## src/design/vsd_pkg.sv

```systemverilog
// constants, carrier types and helpers for the volume serial decoder
// assumes the serial pins are sampled by a faster system clock
// Function
// - master level is a 7-bit attenuation code, 7f is unity, 00 deepest
// - each of six channel levels is a 5-bit gain code, 0 to 31 dB
// - address byte has msb one; low three bits pick master, channel, none
// - data byte has msb zero; next bit releases mute; low bits are level
// - shift msb first on serial clock falling edge while enable is low
// - register contents move to holding levels only on load rising edge
package vsd_pkg;

  // ---------------------------------------------------------------
  // widths and field positions
  // ---------------------------------------------------------------
  localparam int BYTE_W   = 8;
  localparam int MASTER_W = 7;
  localparam int CHAN_W   = 5;
  localparam int NUM_CH   = 6;
  localparam int SEL_W    = 3;
  localparam int FLAG_BIT = 7;
  localparam int MUTE_BIT = 6;

  // ---------------------------------------------------------------
  // target selection codes and reset values
  // ---------------------------------------------------------------
  localparam logic [SEL_W-1:0]    SEL_MASTER = 3'h0;
  localparam logic [SEL_W-1:0]    SEL_CH1    = 3'h1;
  localparam logic [SEL_W-1:0]    SEL_NONE   = 3'h7;
  localparam logic [MASTER_W-1:0] MASTER_RST = 7'h00;
  localparam logic [CHAN_W-1:0]   CHAN_RST   = 5'h00;
  localparam logic                MUTE_RST   = 1'h0;
  localparam logic [BYTE_W-1:0]   SHIFT_RST  = 8'h00;

  typedef struct packed {
    logic                           mute_release;
    logic [MASTER_W-1:0]            master;
    logic [NUM_CH-1:0][CHAN_W-1:0]  chan;
  } vsd_levels_type;

  typedef struct packed {
    logic sclk;
    logic sdata;
    logic shift_en_n;
    logic load_n;
  } vsd_link_type;

  // serial clock idles low, enable and load idle high
  localparam vsd_link_type LINK_IDLE = 4'h3;

  function automatic logic vsd_is_channel(input logic [SEL_W-1:0] sel);
    vsd_is_channel = (sel != SEL_MASTER) && (sel != SEL_NONE);
  endfunction

endpackage

```

## src/design/vsd_decoder.sv

```systemverilog
// serial control decoder: shift register, load strobe, level registers
// assumes the serial pins are asynchronous to clk_sys and at least
// several times slower, so every edge is seen as a stable level change
// load_strobe_n may be tied to shift_enable_n by a 3-wire host
`timescale 1ns/100ps
module vsd_decoder
  import vsd_pkg::*;
(
  input  wire logic        clk_sys,
  input  wire logic        arst_n,
  input  wire logic        serial_clk,
  input  wire logic        serial_data,
  input  wire logic        shift_enable_n,
  input  wire logic        load_strobe_n,
  output vsd_levels_type   levels,
  output logic [SEL_W-1:0] target_sel
);

  // ---------------------------------------------------------------
  // pin synchronisers
  // ---------------------------------------------------------------
  vsd_link_type   link_pins;
  vsd_link_type   sync1_ff;
  vsd_link_type   sync2_ff;
  vsd_link_type   prev_ff;

  assign link_pins = '{sclk:       serial_clk,
                       sdata:      serial_data,
                       shift_en_n: shift_enable_n,
                       load_n:     load_strobe_n};

  always_ff @(posedge clk_sys or negedge arst_n) begin
    if (!arst_n) begin
      sync1_ff <= LINK_IDLE;
      sync2_ff <= LINK_IDLE;
      prev_ff  <= LINK_IDLE;
    end else begin
      sync1_ff <= link_pins;
      sync2_ff <= sync1_ff;
      prev_ff  <= sync2_ff;
    end
  end

  // ---------------------------------------------------------------
  // edge detection and shift register
  // ---------------------------------------------------------------
  logic              sclk_fall;
  logic              shift_go;
  logic              load_rise;
  logic [BYTE_W-1:0] shift_ff;
  logic [BYTE_W-1:0] nxt_shift;

  assign sclk_fall = prev_ff.sclk & ~sync2_ff.sclk;
  assign shift_go  = sclk_fall & ~sync2_ff.shift_en_n;
  assign load_rise = ~prev_ff.load_n & sync2_ff.load_n;

  // msb first shift
  // data travels the same two stages as the clock, so they stay aligned
  assign nxt_shift = shift_go ? {shift_ff[BYTE_W-2:0], sync2_ff.sdata}
                              : shift_ff;

  always_ff @(posedge clk_sys or negedge arst_n) begin
    if (!arst_n) begin
      shift_ff <= SHIFT_RST;
    end else begin
      shift_ff <= nxt_shift;
    end
  end

  // ---------------------------------------------------------------
  // byte decode and level registers
  // ---------------------------------------------------------------
  logic             is_addr;
  logic             take_addr;
  logic             take_data;
  logic             sel_live;
  logic [SEL_W-1:0] ch_idx;
  logic [SEL_W-1:0] sel_ff;
  logic [SEL_W-1:0] nxt_sel;
  vsd_levels_type   levels_ff;
  vsd_levels_type   nxt_levels;

  // flag bit tells address from data
  assign is_addr   = shift_ff[FLAG_BIT];
  // transfer only on load rising edge
  assign take_addr = load_rise & is_addr;
  assign take_data = load_rise & ~is_addr;
  assign sel_live  = take_data & (sel_ff != SEL_NONE);
  assign ch_idx    = sel_ff - SEL_CH1;
  // low three bits pick the target
  assign nxt_sel   = take_addr ? shift_ff[SEL_W-1:0] : sel_ff;

  always_comb begin
    nxt_levels = levels_ff;
    if (sel_live) begin
      nxt_levels.mute_release = shift_ff[MUTE_BIT];
      if (sel_ff == SEL_MASTER) begin
        nxt_levels.master = shift_ff[MASTER_W-1:0];
      end else begin
        nxt_levels.chan[ch_idx] = shift_ff[CHAN_W-1:0];
      end
    end
  end

  // power-up state is muted with deepest attenuation; the target
  // starts at none so a stray data byte before any address is dropped
  always_ff @(posedge clk_sys or negedge arst_n) begin
    if (!arst_n) begin
      sel_ff                 <= SEL_NONE;
      levels_ff.mute_release <= MUTE_RST;
      levels_ff.master       <= MASTER_RST;
      levels_ff.chan         <= {NUM_CH{CHAN_RST}};
    end else begin
      sel_ff    <= nxt_sel;
      levels_ff <= nxt_levels;
    end
  end

  assign levels     = levels_ff;
  assign target_sel = sel_ff;

  // a live data byte may move at most the one channel it selects;
  // compared against the next state so the check sees the same cycle
  logic [NUM_CH-1:0] chan_moved;

  for (genvar g = 0; g < NUM_CH; g++) begin : g_moved
    assign chan_moved[g] = (nxt_levels.chan[g] != levels_ff.chan[g]);
  end
endmodule

```

## config.mk

```make
export PLATFORM = sky130hd
export DESIGN_NAME = vsd_decoder
export DESIGN_NICKNAME = d
export VERILOG_FILES = /design/src/design/vsd_pkg.sv /design/src/design/vsd_decoder.sv
export SDC_FILE = /design/constraint.sdc
export NUM_CORES = 1
export LEC_CHECK = 0
export ABC_AREA = 0
export BUFFER_PORTS_ARGS = -buffer_cell sky130_fd_sc_hd__buf_2
export CAP_MARGIN = 10
export CORE_ASPECT_RATIO = 0.9
export CORE_MARGIN = 10
export CORE_UTILIZATION = 32
export CTS_BUF_LIST = sky130_fd_sc_hd__clkbuf_16
export CTS_CLUSTER_SIZE = 28
export DETAILED_ROUTE_END_ITERATION = 16
export GPL_ROUTABILITY_DRIVEN = 0
export GPL_TIMING_DRIVEN = 0
export PLACE_DENSITY = 0.58
export REMOVE_ABC_BUFFERS = 1
export SYNTH_ARGS = -nofsm -noshare
export SYNTH_HDL_FRONTEND = slang
export SYNTH_SLANG_ARGS = --single-unit
```

## constraint.sdc

```tcl
create_clock -name clk_sys -period 2.7 [get_ports clk_sys]
set_input_delay 0 -clock clk_sys [delete_from_list [all_inputs] [get_ports clk_sys]]
set_output_delay 0 -clock clk_sys [all_outputs]
set_load 0.03 [all_outputs]
```

==> run summary, run 1 <==
status -> finished, final reports clean
CTS Buffer Depth -> 2
total power -> 3.014 mW
# rows -> 29
Placeable Area -> 0.007076 mm²
Syn Inst Count -> 137
worst reg2reg endpoint -> levels[19]
CP Class -> reg2reg
worst hold path type -> in2async
worst-path fanout max -> 9
Critical Path AT -> 2.62 ns
CTS H-tree depth -> 3
vias in the first global route -> 1421
Peak Freq -> 0.4133 GHz
all-layer global routing usage -> 0.09373
Inserted Diodes -> 0
Post-Place Cells -> 272
DR pass1 iterations -> 4
Final Instance Count excl. Fillers -> 293
Fin Setup TNS -> 0 ns
# IOs -> 47
Worst-Margin Slew -> 0.6273 ns
Worst-path clk slew -> 0.06 ns
Seq/Total Area, Yosys -> 0.6387
Die Ht -> 100.9 µm
unique cell type count in the Yosys netlist -> 23
DRT iter0 DRCs -> 23
dpl ws -> 0.2951 ns
Critical Path Source Type -> flop
CTS tree -> done
synth top area cells -> dfrtp_1, mux2_2, dfstp_2, mux2_1, nor4_4
Synth Cell Area -> 0.002327 mm²
Layout area overhead -> 28.23%
WP data required -> 2.90 ns
fillcell total -> 685
Starting Density -> 0.3289
DRC viols -> 0
commonest cells after routing, fill and taps aside -> dfrtp_1, buf_2, mux2_2
CTS sink cnt -> 59
final core utilization -> 0.4218
Routed WL per cell -> 16.80 µm
remaining antenna violation count -> 0
RSZ-0062 raised after global routing -> false
number of max-cap violations -> 0
Routed WL -> 4921 µm
Rel. slew slack -> 0.5800
largest net degree at the start of global routing -> 35
fin nets -> 204
port bufs -> 46
syn avg cell area -> 16.99 µm²
Fin. Hold Viols -> 0
maximum VDD drop -> 0.3713 mV
share of the synthesized area in the top cell type -> 0.5484
Chip Width -> 109.9 µm
endpoint type of the worst setup path -> flop
Worst R2R Setup Slack -> 0.28 ns
vias per inst -> 4.597
first-pass GRT wire length -> 7838 µm
die area -> 0.01109 mm²
fin crit period -> 2.419 ns
total number of vias -> 1347
synthesis warning total -> 0
final worst setup slack -> 0.2807 ns
Final Setup Violations -> 0
GR Overflow Total -> 0
Synth Register Bits -> 59
initial antenna violation count -> 0
fin. max-slew vios -> 0
Setup Skew -> 0.01026 ns
commonest non-fill, non-tap cell in the layout -> dfrtp_1
cell taking the most area after synthesis -> dfrtp_1
Leak Pwr -> 1.519 nW
clock root cell -> clkbuf_16
Final Cycle Share -> 0.8960
post-DP HPWL -> 3476 µm
FF-to-FF Start -> target_sel[0]
clock latency on the worst-skew pair -> 0.32 ns
Reg2Reg Depth -> 5
CTS Buf Count -> 9
share of cells above drive strength 1 -> 0.5950
Pwr Density -> 1010 mW/mm²
[metal layers]
| metal | wire length [µm] | share of wire | global-route usage | vias to the layer above |
|---|---|---|---|---|
| met5 | 0 | 0 | 0 | - |
| met4 | 83 | 0.017 | 0.06000 | 0 |
| met3 | 340 | 0.069 | 0.03133 | 4 |
| met2 | 2367 | 0.48 | 0.1408 | 31 |
| met1 | 2130 | 0.43 | 0.1120 | 700 |
| li1 | - | - | - | 612 |
[synth_stat cells]
cell / number
dfstp_2: 8
buf_6: 1
and4_1: 1
mux2_4: 1
nand3b_1: 2
dfrtp_1: 51
buf_1: 3
nand4_2: 3
inv_1: 2
xor2_1: 1
xnor2_2: 1
nor3b_2: 1
nand2_1: 2
and4bb_2: 1
nor4_4: 2
mux2_1: 10
buf_4: 1
ha_1: 3
mux2_2: 39
nand4bb_1: 1
mux2i_1: 1
nor3b_1: 1
nor4b_1: 1
[worst max-delay path by stage]
stage / end / slack [ns] / depth (start not counted) / start
global placement: levels[18] / 0.28 / 5 / target_sel[0]
detailed placement: levels[19] / 0.30 / 5 / target_sel[0]
CTS: levels[19] / 0.28 / 5 / target_sel[0]
floorplan: levels[15] / 0.38 / 5 / target_sel[0]
finish: levels[19] / 0.28 / 5 / target_sel[0]
global route: levels[16] / 0.09 / 5 / target_sel[0]
[report_power, final]
group	leakage, nW	switching (mW)	internal (mW)
Sequential	0.762	0.205	1.05
Combinational	0.634	0.453	0.298
Clock	0.123	0.390	0.613
Total	1.52	1.05	1.97
[state kept, by name, summed over array words and instances (netlist names)]
| register | cells |
|---|---|
| levels | 38 |
| shift_ff | 8 |
| sync1_ff | 4 |
| sync2_ff | 4 |
| target_sel | 3 |
| prev_ff | 2 |
[logic make-up (layout without fill, tap and decap cells)]
family,after synthesis,in the layout,share of synthesized area
flip-flops,59,59,0.6387
multiplexers,51,51,0.2478
AND/OR/NAND/NOR,15,15,0.07043
buffers and inverters,7,70,0.01613
adder cells (fa/ha/maj),3,3,0.01613
XOR/XNOR,2,2,0.01076
[per-stage QoR]
| step | instance area [µm²] | hold WS (ns) |
|---|---|---|
| after floorplan | 2297 | -0.2956 |
| after global placement | 2644 | 0.1055 |
| after detailed placement | 2664 | 0.04275 |
| after CTS | 2984 | 0.2409 |
| after global routing | 2984 | 0.2841 |
| final | 2984 | 0.2156 |
[layout make-up]
class / count / area [µm²] / area share
repair buffers: 52 / 300.3 / 0.1006
multi-input cells: 71 / 803.3 / 0.2692
inverters: 2 / 7.507 / 0.002516
flip-flops and latches: 59 / 1486 / 0.4981
well taps: 93 / 116.4 / 0.03899
clock inverters: 7 / 45.04 / 0.01509
clock buffers: 9 / 225.2 / 0.07547
[what timing repair did]
item                                    4_1_cts  5_1_grt
hold buffers                                  5        0
endpoints found under the hold margin        22        0
resized for setup                             0        0
buffers inserted                              0        0
endpoints found under the setup margin        0        0
[worst max-delay path: stages, from the launching register on]
cell and delay (ns):
dfstp_2 0.68, inv_1 0.12, ha_1 0.33, nor4b_1 0.40, and4_1 0.40, mux2_2 0.36
Note: power is estimated with default switching activity, not from simulation.
==> run 2, diff against run 1 <==
--- a/config.mk
+++ b/config.mk
@@ -9,15 +9,16 @@
 export BUFFER_PORTS_ARGS = -buffer_cell sky130_fd_sc_hd__buf_2
 export CAP_MARGIN = 10
 export CORE_ASPECT_RATIO = 0.9
-export CORE_MARGIN = 10
+export CORE_MARGIN = 2
 export CORE_UTILIZATION = 32
 export CTS_BUF_LIST = sky130_fd_sc_hd__clkbuf_16
 export CTS_CLUSTER_SIZE = 28
 export DETAILED_ROUTE_END_ITERATION = 16
 export GPL_ROUTABILITY_DRIVEN = 0
 export GPL_TIMING_DRIVEN = 0
-export PLACE_DENSITY = 0.58
+export PLACE_DENSITY = 0.54
 export REMOVE_ABC_BUFFERS = 1
+export SLEW_MARGIN = 20
 export SYNTH_ARGS = -nofsm -noshare
 export SYNTH_HDL_FRONTEND = slang
 export SYNTH_SLANG_ARGS = --single-unit
==> run 2 against run 1 <==
Against the previous run: non-clock buffer count decreased by 1; critical path type unchanged; largest cell class unchanged; highest routed layer unchanged; fmax decreased by 0.18%; sequential power about the same; largest power group unchanged.
==> run summary, run 2 (synthesis results as in run 1) <==
status -> finished, final reports clean
Critical Path Source Type -> flop
Crit. Startpoint -> target_sel[0]
post-DP HPWL -> 3093 µm
initial antenna violation count -> 0
remaining antenna violation count -> 0
Worst-path clk slew -> 0.05 ns
clock network power share -> 0.349
share of cells above drive strength 1 -> 0.5779
Leak Pwr -> 1.525 nW
commonest cells after routing, fill and taps aside -> dfrtp_1, buf_2, mux2_2
Peak Freq -> 0.4126 GHz
Switching Fraction -> 0.3346
WP data required -> 2.90 ns
cts repair resizes -> 0
Placeable Area -> 0.007039 mm²
CTS tree -> done
vias in the first global route -> 1439
vias per inst -> 4.654
number of max-cap violations -> 0
Rel. slew slack -> 0.5101
largest net degree at the start of global routing -> 60
port bufs -> 46
# IOs -> 47
Fin. Hold Viols -> 0
Pwr Density -> 1034 mW/mm²
Routed WL per cell -> 15.81 µm
Starting Density -> 0.3306
Worst-Margin Slew -> 0.7349 ns
Setup Skew -> 0.004572 ns
FF-to-FF Start -> target_sel[0]
# rows -> 29
Layout area overhead -> 28.06%
DRC viols -> 0
fin. max-slew vios -> 0
CTS sink cnt -> 59
commonest non-fill, non-tap cell in the layout -> dfrtp_1
Inserted Diodes -> 0
final instance area -> 0.002980 mm²
Sw Pwr -> 1.031 mW
Chip Width -> 93.89 µm
total power -> 3.081 mW
endpoint type of the worst setup path -> flop
CTS Buf Count -> 9
fillcell total -> 657
maximum VDD drop -> 0.6033 mV
Largest register FFs -> 38
DRT iter0 DRCs -> 30
Final Setup Violations -> 0
Comb power frac -> 0.245
RSZ-0062 raised after global routing -> false
clock latency on the worst-skew pair -> 0.32 ns
CTS H-tree depth -> 3
CTS Buffer Depth -> 2
die area -> 0.007972 mm²
CP Class -> reg2reg
clock root cell -> clkbuf_16
Die Ht -> 84.91 µm
final core utilization -> 0.4234
placed inst area -> 0.002646 mm²
first-pass GRT wire length -> 7389 µm
fin crit period -> 2.424 ns
internal power -> 2.050 mW
Routed WL -> 4616 µm
Final Cycle Share -> 0.8977
DR pass1 iterations -> 4
all-layer global routing usage -> 0.1258
total number of vias -> 1359
worst-path fanout max -> 9
Critical Path AT -> 2.63 ns
fin nets -> 203
Fin Setup TNS -> 0 ns
worst hold path type -> in2async
Reg power frac -> 0.407
Setup Buffers After CTS -> 0
GR Overflow Total -> 0
[run 2: changes by cell type in the layout (fill, tap and decap cells not counted), sizes merged]
| cell | delta |
|---|---|
| bufinv | +1 |
| buf | -1 |
| clkinvlp | -3 |
| clkinv | +2 |
[run 2: critical path: stages (launching register included)]
cell and delay [ns]:
dfstp_2 0.68, inv_1 0.12, ha_1 0.34, nor4b_1 0.40, and4_1 0.40, mux2_2 0.37
[run 2: per-layer routing]
layer	vias up	track usage	wire, µm
met1	713	0.1537	2021
met5	-	0	0
met2	28	0.2013	2315
li1	607	-	-
met4	0	0.06719	102
met3	11	0.03641	177
[run 2: per-stage QoR]
stage,setup slack (ns),hold WS (ns),cells
3_5_place_dp,0.2768,0.1072,271
5_1_grt,0.1169,0.3119,292
2_1_floorplan,0.3825,-0.2956,132
3_3_place_gp,0.3166,0.1051,271
6_report,0.2762,0.2816,292
4_1_cts,0.2703,0.3059,292
[run 2: area by class of cell]
cell class / instances / area [µm²] / share of cell area
clock buffer: 9 / 225.2 / 0.07557
clock inverter: 7 / 58.81 / 0.01973
inverter: 2 / 7.507 / 0.002519
multi-input combinational: 71 / 803.3 / 0.2695
sequential: 59 / 1486 / 0.4987
tap: 93 / 116.4 / 0.03904
timing repair buffer: 51 / 282.8 / 0.09488
[run 2: final timing paths]
| path | endpoint | slack, ns | cells after the start |
|---|---|---|---|
| min | levels[0] | 0.28 | 2 |
| max in group asynchronous | levels[18] | 1.93 | 2 |
| min reg2reg | sync2_ff[3] | 0.35 | 0 |
| max | levels[16] | 0.28 | 5 |
| min in group clk_sys | sync1_ff[3] | 0.31 | 2 |
| max reg2reg | levels[16] | 0.28 | 5 |
[run 2: timing repair]
item | CTS | global route
setup endpoints to repair | 0 | 0
endpoints found under the hold margin | 55 | 0
hold buffers | 5 | 0
[run 2: power groups by stage]
stage	clock network, mW	logic (mW)	registers, mW
after floorplan	0	0.376	1.39
after global placement	0	0.731	1.26
after detailed placement	0	0.751	1.27
after CTS	1.10	0.759	1.26
after global routing	1.14	0.801	1.29
final	1.08	0.753	1.25
==> run 3, diff against run 2 <==
--- a/config.mk
+++ b/config.mk
@@ -8,7 +8,7 @@
 export ABC_AREA = 0
 export BUFFER_PORTS_ARGS = -buffer_cell sky130_fd_sc_hd__buf_2
 export CAP_MARGIN = 10
-export CORE_ASPECT_RATIO = 0.9
+export CORE_ASPECT_RATIO = 2
 export CORE_MARGIN = 2
 export CORE_UTILIZATION = 32
 export CTS_BUF_LIST = sky130_fd_sc_hd__clkbuf_16
==> run 3 against run 2 <==
Against the previous run: sequential cell count stayed put; utilization is 0.24 points lower; register-to-register slack hardly changed; global-route usage is 0.060 points higher; worst setup slack worse by 0.0020 ns; clock skew is 0.0016 ns higher; highest routed layer unchanged; non-clock buffer count stayed put; die area is 0.50% higher.
==> run summary, run 3 (synthesis results as in run 1) <==
CTS Buffer Depth -> 2
worst hold path type -> in2async
CTS sink cnt -> 59
Final Cycle Share -> 0.8984
fin. max-slew vios -> 0
final core utilization -> 0.4210
Fin Setup TNS -> 0 ns
CTS Buf Count -> 9
endpoint type of the worst setup path -> flop
Rel. slew slack -> 0.5282
cts repair resizes -> 0
area occupied by multi-input gates -> 803.3 µm²
Pwr Density -> 1052 mW/mm²
Post-Place Cells -> 270
Reg area -> 0.001486 mm²
status -> finished, final reports clean
hold buffers post-CTS -> 5
maximum VDD drop -> 0.4357 mV
slowest stage delay, CP -> 0.67 ns
Worst R2R Setup Slack -> 0.27 ns
Final Setup Violations -> 0
Fin. Hold Viols -> 0
vias per inst -> 4.649
Layout area overhead -> 29.46%
worst hold slack -> 0.2928 ns
slowest CP cell -> dfstp_2
placed inst area -> 0.002645 mm²
worst-path fanout max -> 9
all-layer global routing usage -> 0.1264
Setup Skew -> 0.006138 ns
commonest non-fill, non-tap cell in the layout -> dfrtp_1
Worst-path clk slew -> 0.05 ns
WP data required -> 2.91 ns
Leak Pwr -> 1.536 nW
post-DP HPWL -> 2841 µm
# IOs -> 47
CP Class -> reg2reg
fin crit period -> 2.426 ns
Peak Freq -> 0.4122 GHz
final instance area -> 0.003013 mm²
count of buffer and inverter cells on the critical path -> 1
# rows -> 44
first-pass GRT wire length -> 7479 µm
total number of vias -> 1353
Placeable Area -> 0.007157 mm²
clock latency on the worst-skew pair -> 0.32 ns
dpl ws -> 0.2702 ns
port bufs -> 46
largest net degree at the start of global routing -> 60
Worst-Margin Slew -> 0.7077 ns
die area -> 0.008012 mm²
DRT iter0 DRCs -> 34
remaining antenna violation count -> 0
CP delay by family, top -> simple AND/OR/NAND/NOR gates
Setup Buffers After CTS -> 0
fin nets -> 203
number of max-cap violations -> 0
GR Overflow Total -> 0
Critical Path Source Type -> flop
Starting Density -> 0.3252
Chip Width -> 64.30 µm
total power -> 3.169 mW
Critical Path AT -> 2.63 ns
Largest register FFs -> 38
fillcell total -> 700
RSZ-0062 raised after global routing -> false
clock root cell -> clkbuf_16
Final Instance Count excl. Fillers -> 291
vias in the first global route -> 1472
DR pass1 iterations -> 4
Routed WL -> 4361 µm
Routed WL per cell -> 14.99 µm
CP cell instances -> inv_1 -> ha_1 -> nor4b_1 -> and4_1 -> mux2_2
CTS H-tree depth -> 3
Die Ht -> 124.6 µm
final worst setup slack -> 0.2742 ns
initial antenna violation count -> 0
commonest cells after routing, fill and taps aside -> dfrtp_1, buf_2, mux2_2
share of cells above drive strength 1 -> 0.5879
DRC viols -> 0
Inserted Diodes -> 0
CTS tree -> done
run 3: cell count changes in the layout (fill, tap and decap cells not counted):
cell / delta
clkinv_4: +1
clkinvlp_4: +1
bufinv_16: +1
clkinv_2: -1
clkinv_1: -2
run 3: path summary, 6_finish.rpt:
check / cells past startpoint / startpoint / endpoint
max: 5 / target_sel[0] / levels[18]
min: 2 / arst_n / levels[29]
max reg2reg: 5 / target_sel[0] / levels[18]
min reg2reg: 0 / sync1_ff[3] / sync2_ff[3]
max in group asynchronous: 2 / arst_n / levels[10]
min in group clk_sys: 2 / serial_data / sync1_ff[2]
run 3: per-layer routing:
layer  vias to the layer above  track usage  share of wire
met5                         -            0              0
met4                         0      0.07509          0.022
met3                         7      0.04065          0.056
met2                        46       0.1979           0.53
met1                       690       0.1486           0.39
li1                        610            -              -
run 3: power breakdown:
group          leakage (nW)  switching [mW]  internal (mW)
combinational         0.625           0.445          0.296
sequential            0.762           0.196           1.05
clock                 0.149           0.375          0.802
total                  1.54            1.02           2.15
run 3: final cells by class:
type / instances / share of cell area
flip-flops and latches: 59 / 0.4934
clock inverters: 7 / 0.03073
clock buffers: 9 / 0.07475
multi-input cells: 71 / 0.2666
well taps: 92 / 0.03821
inverters: 2 / 0.002492
repair buffers: 51 / 0.09385
run 3: worst register-to-register path: cells and delay by family (launching register included):
family                   cells  cell delay, ns
AND/OR/NAND/NOR              2            0.83
flip-flops                   1            0.67
multiplexers                 1            0.37
adder cells (fa/ha/maj)      1            0.33
buffers and inverters        1            0.12
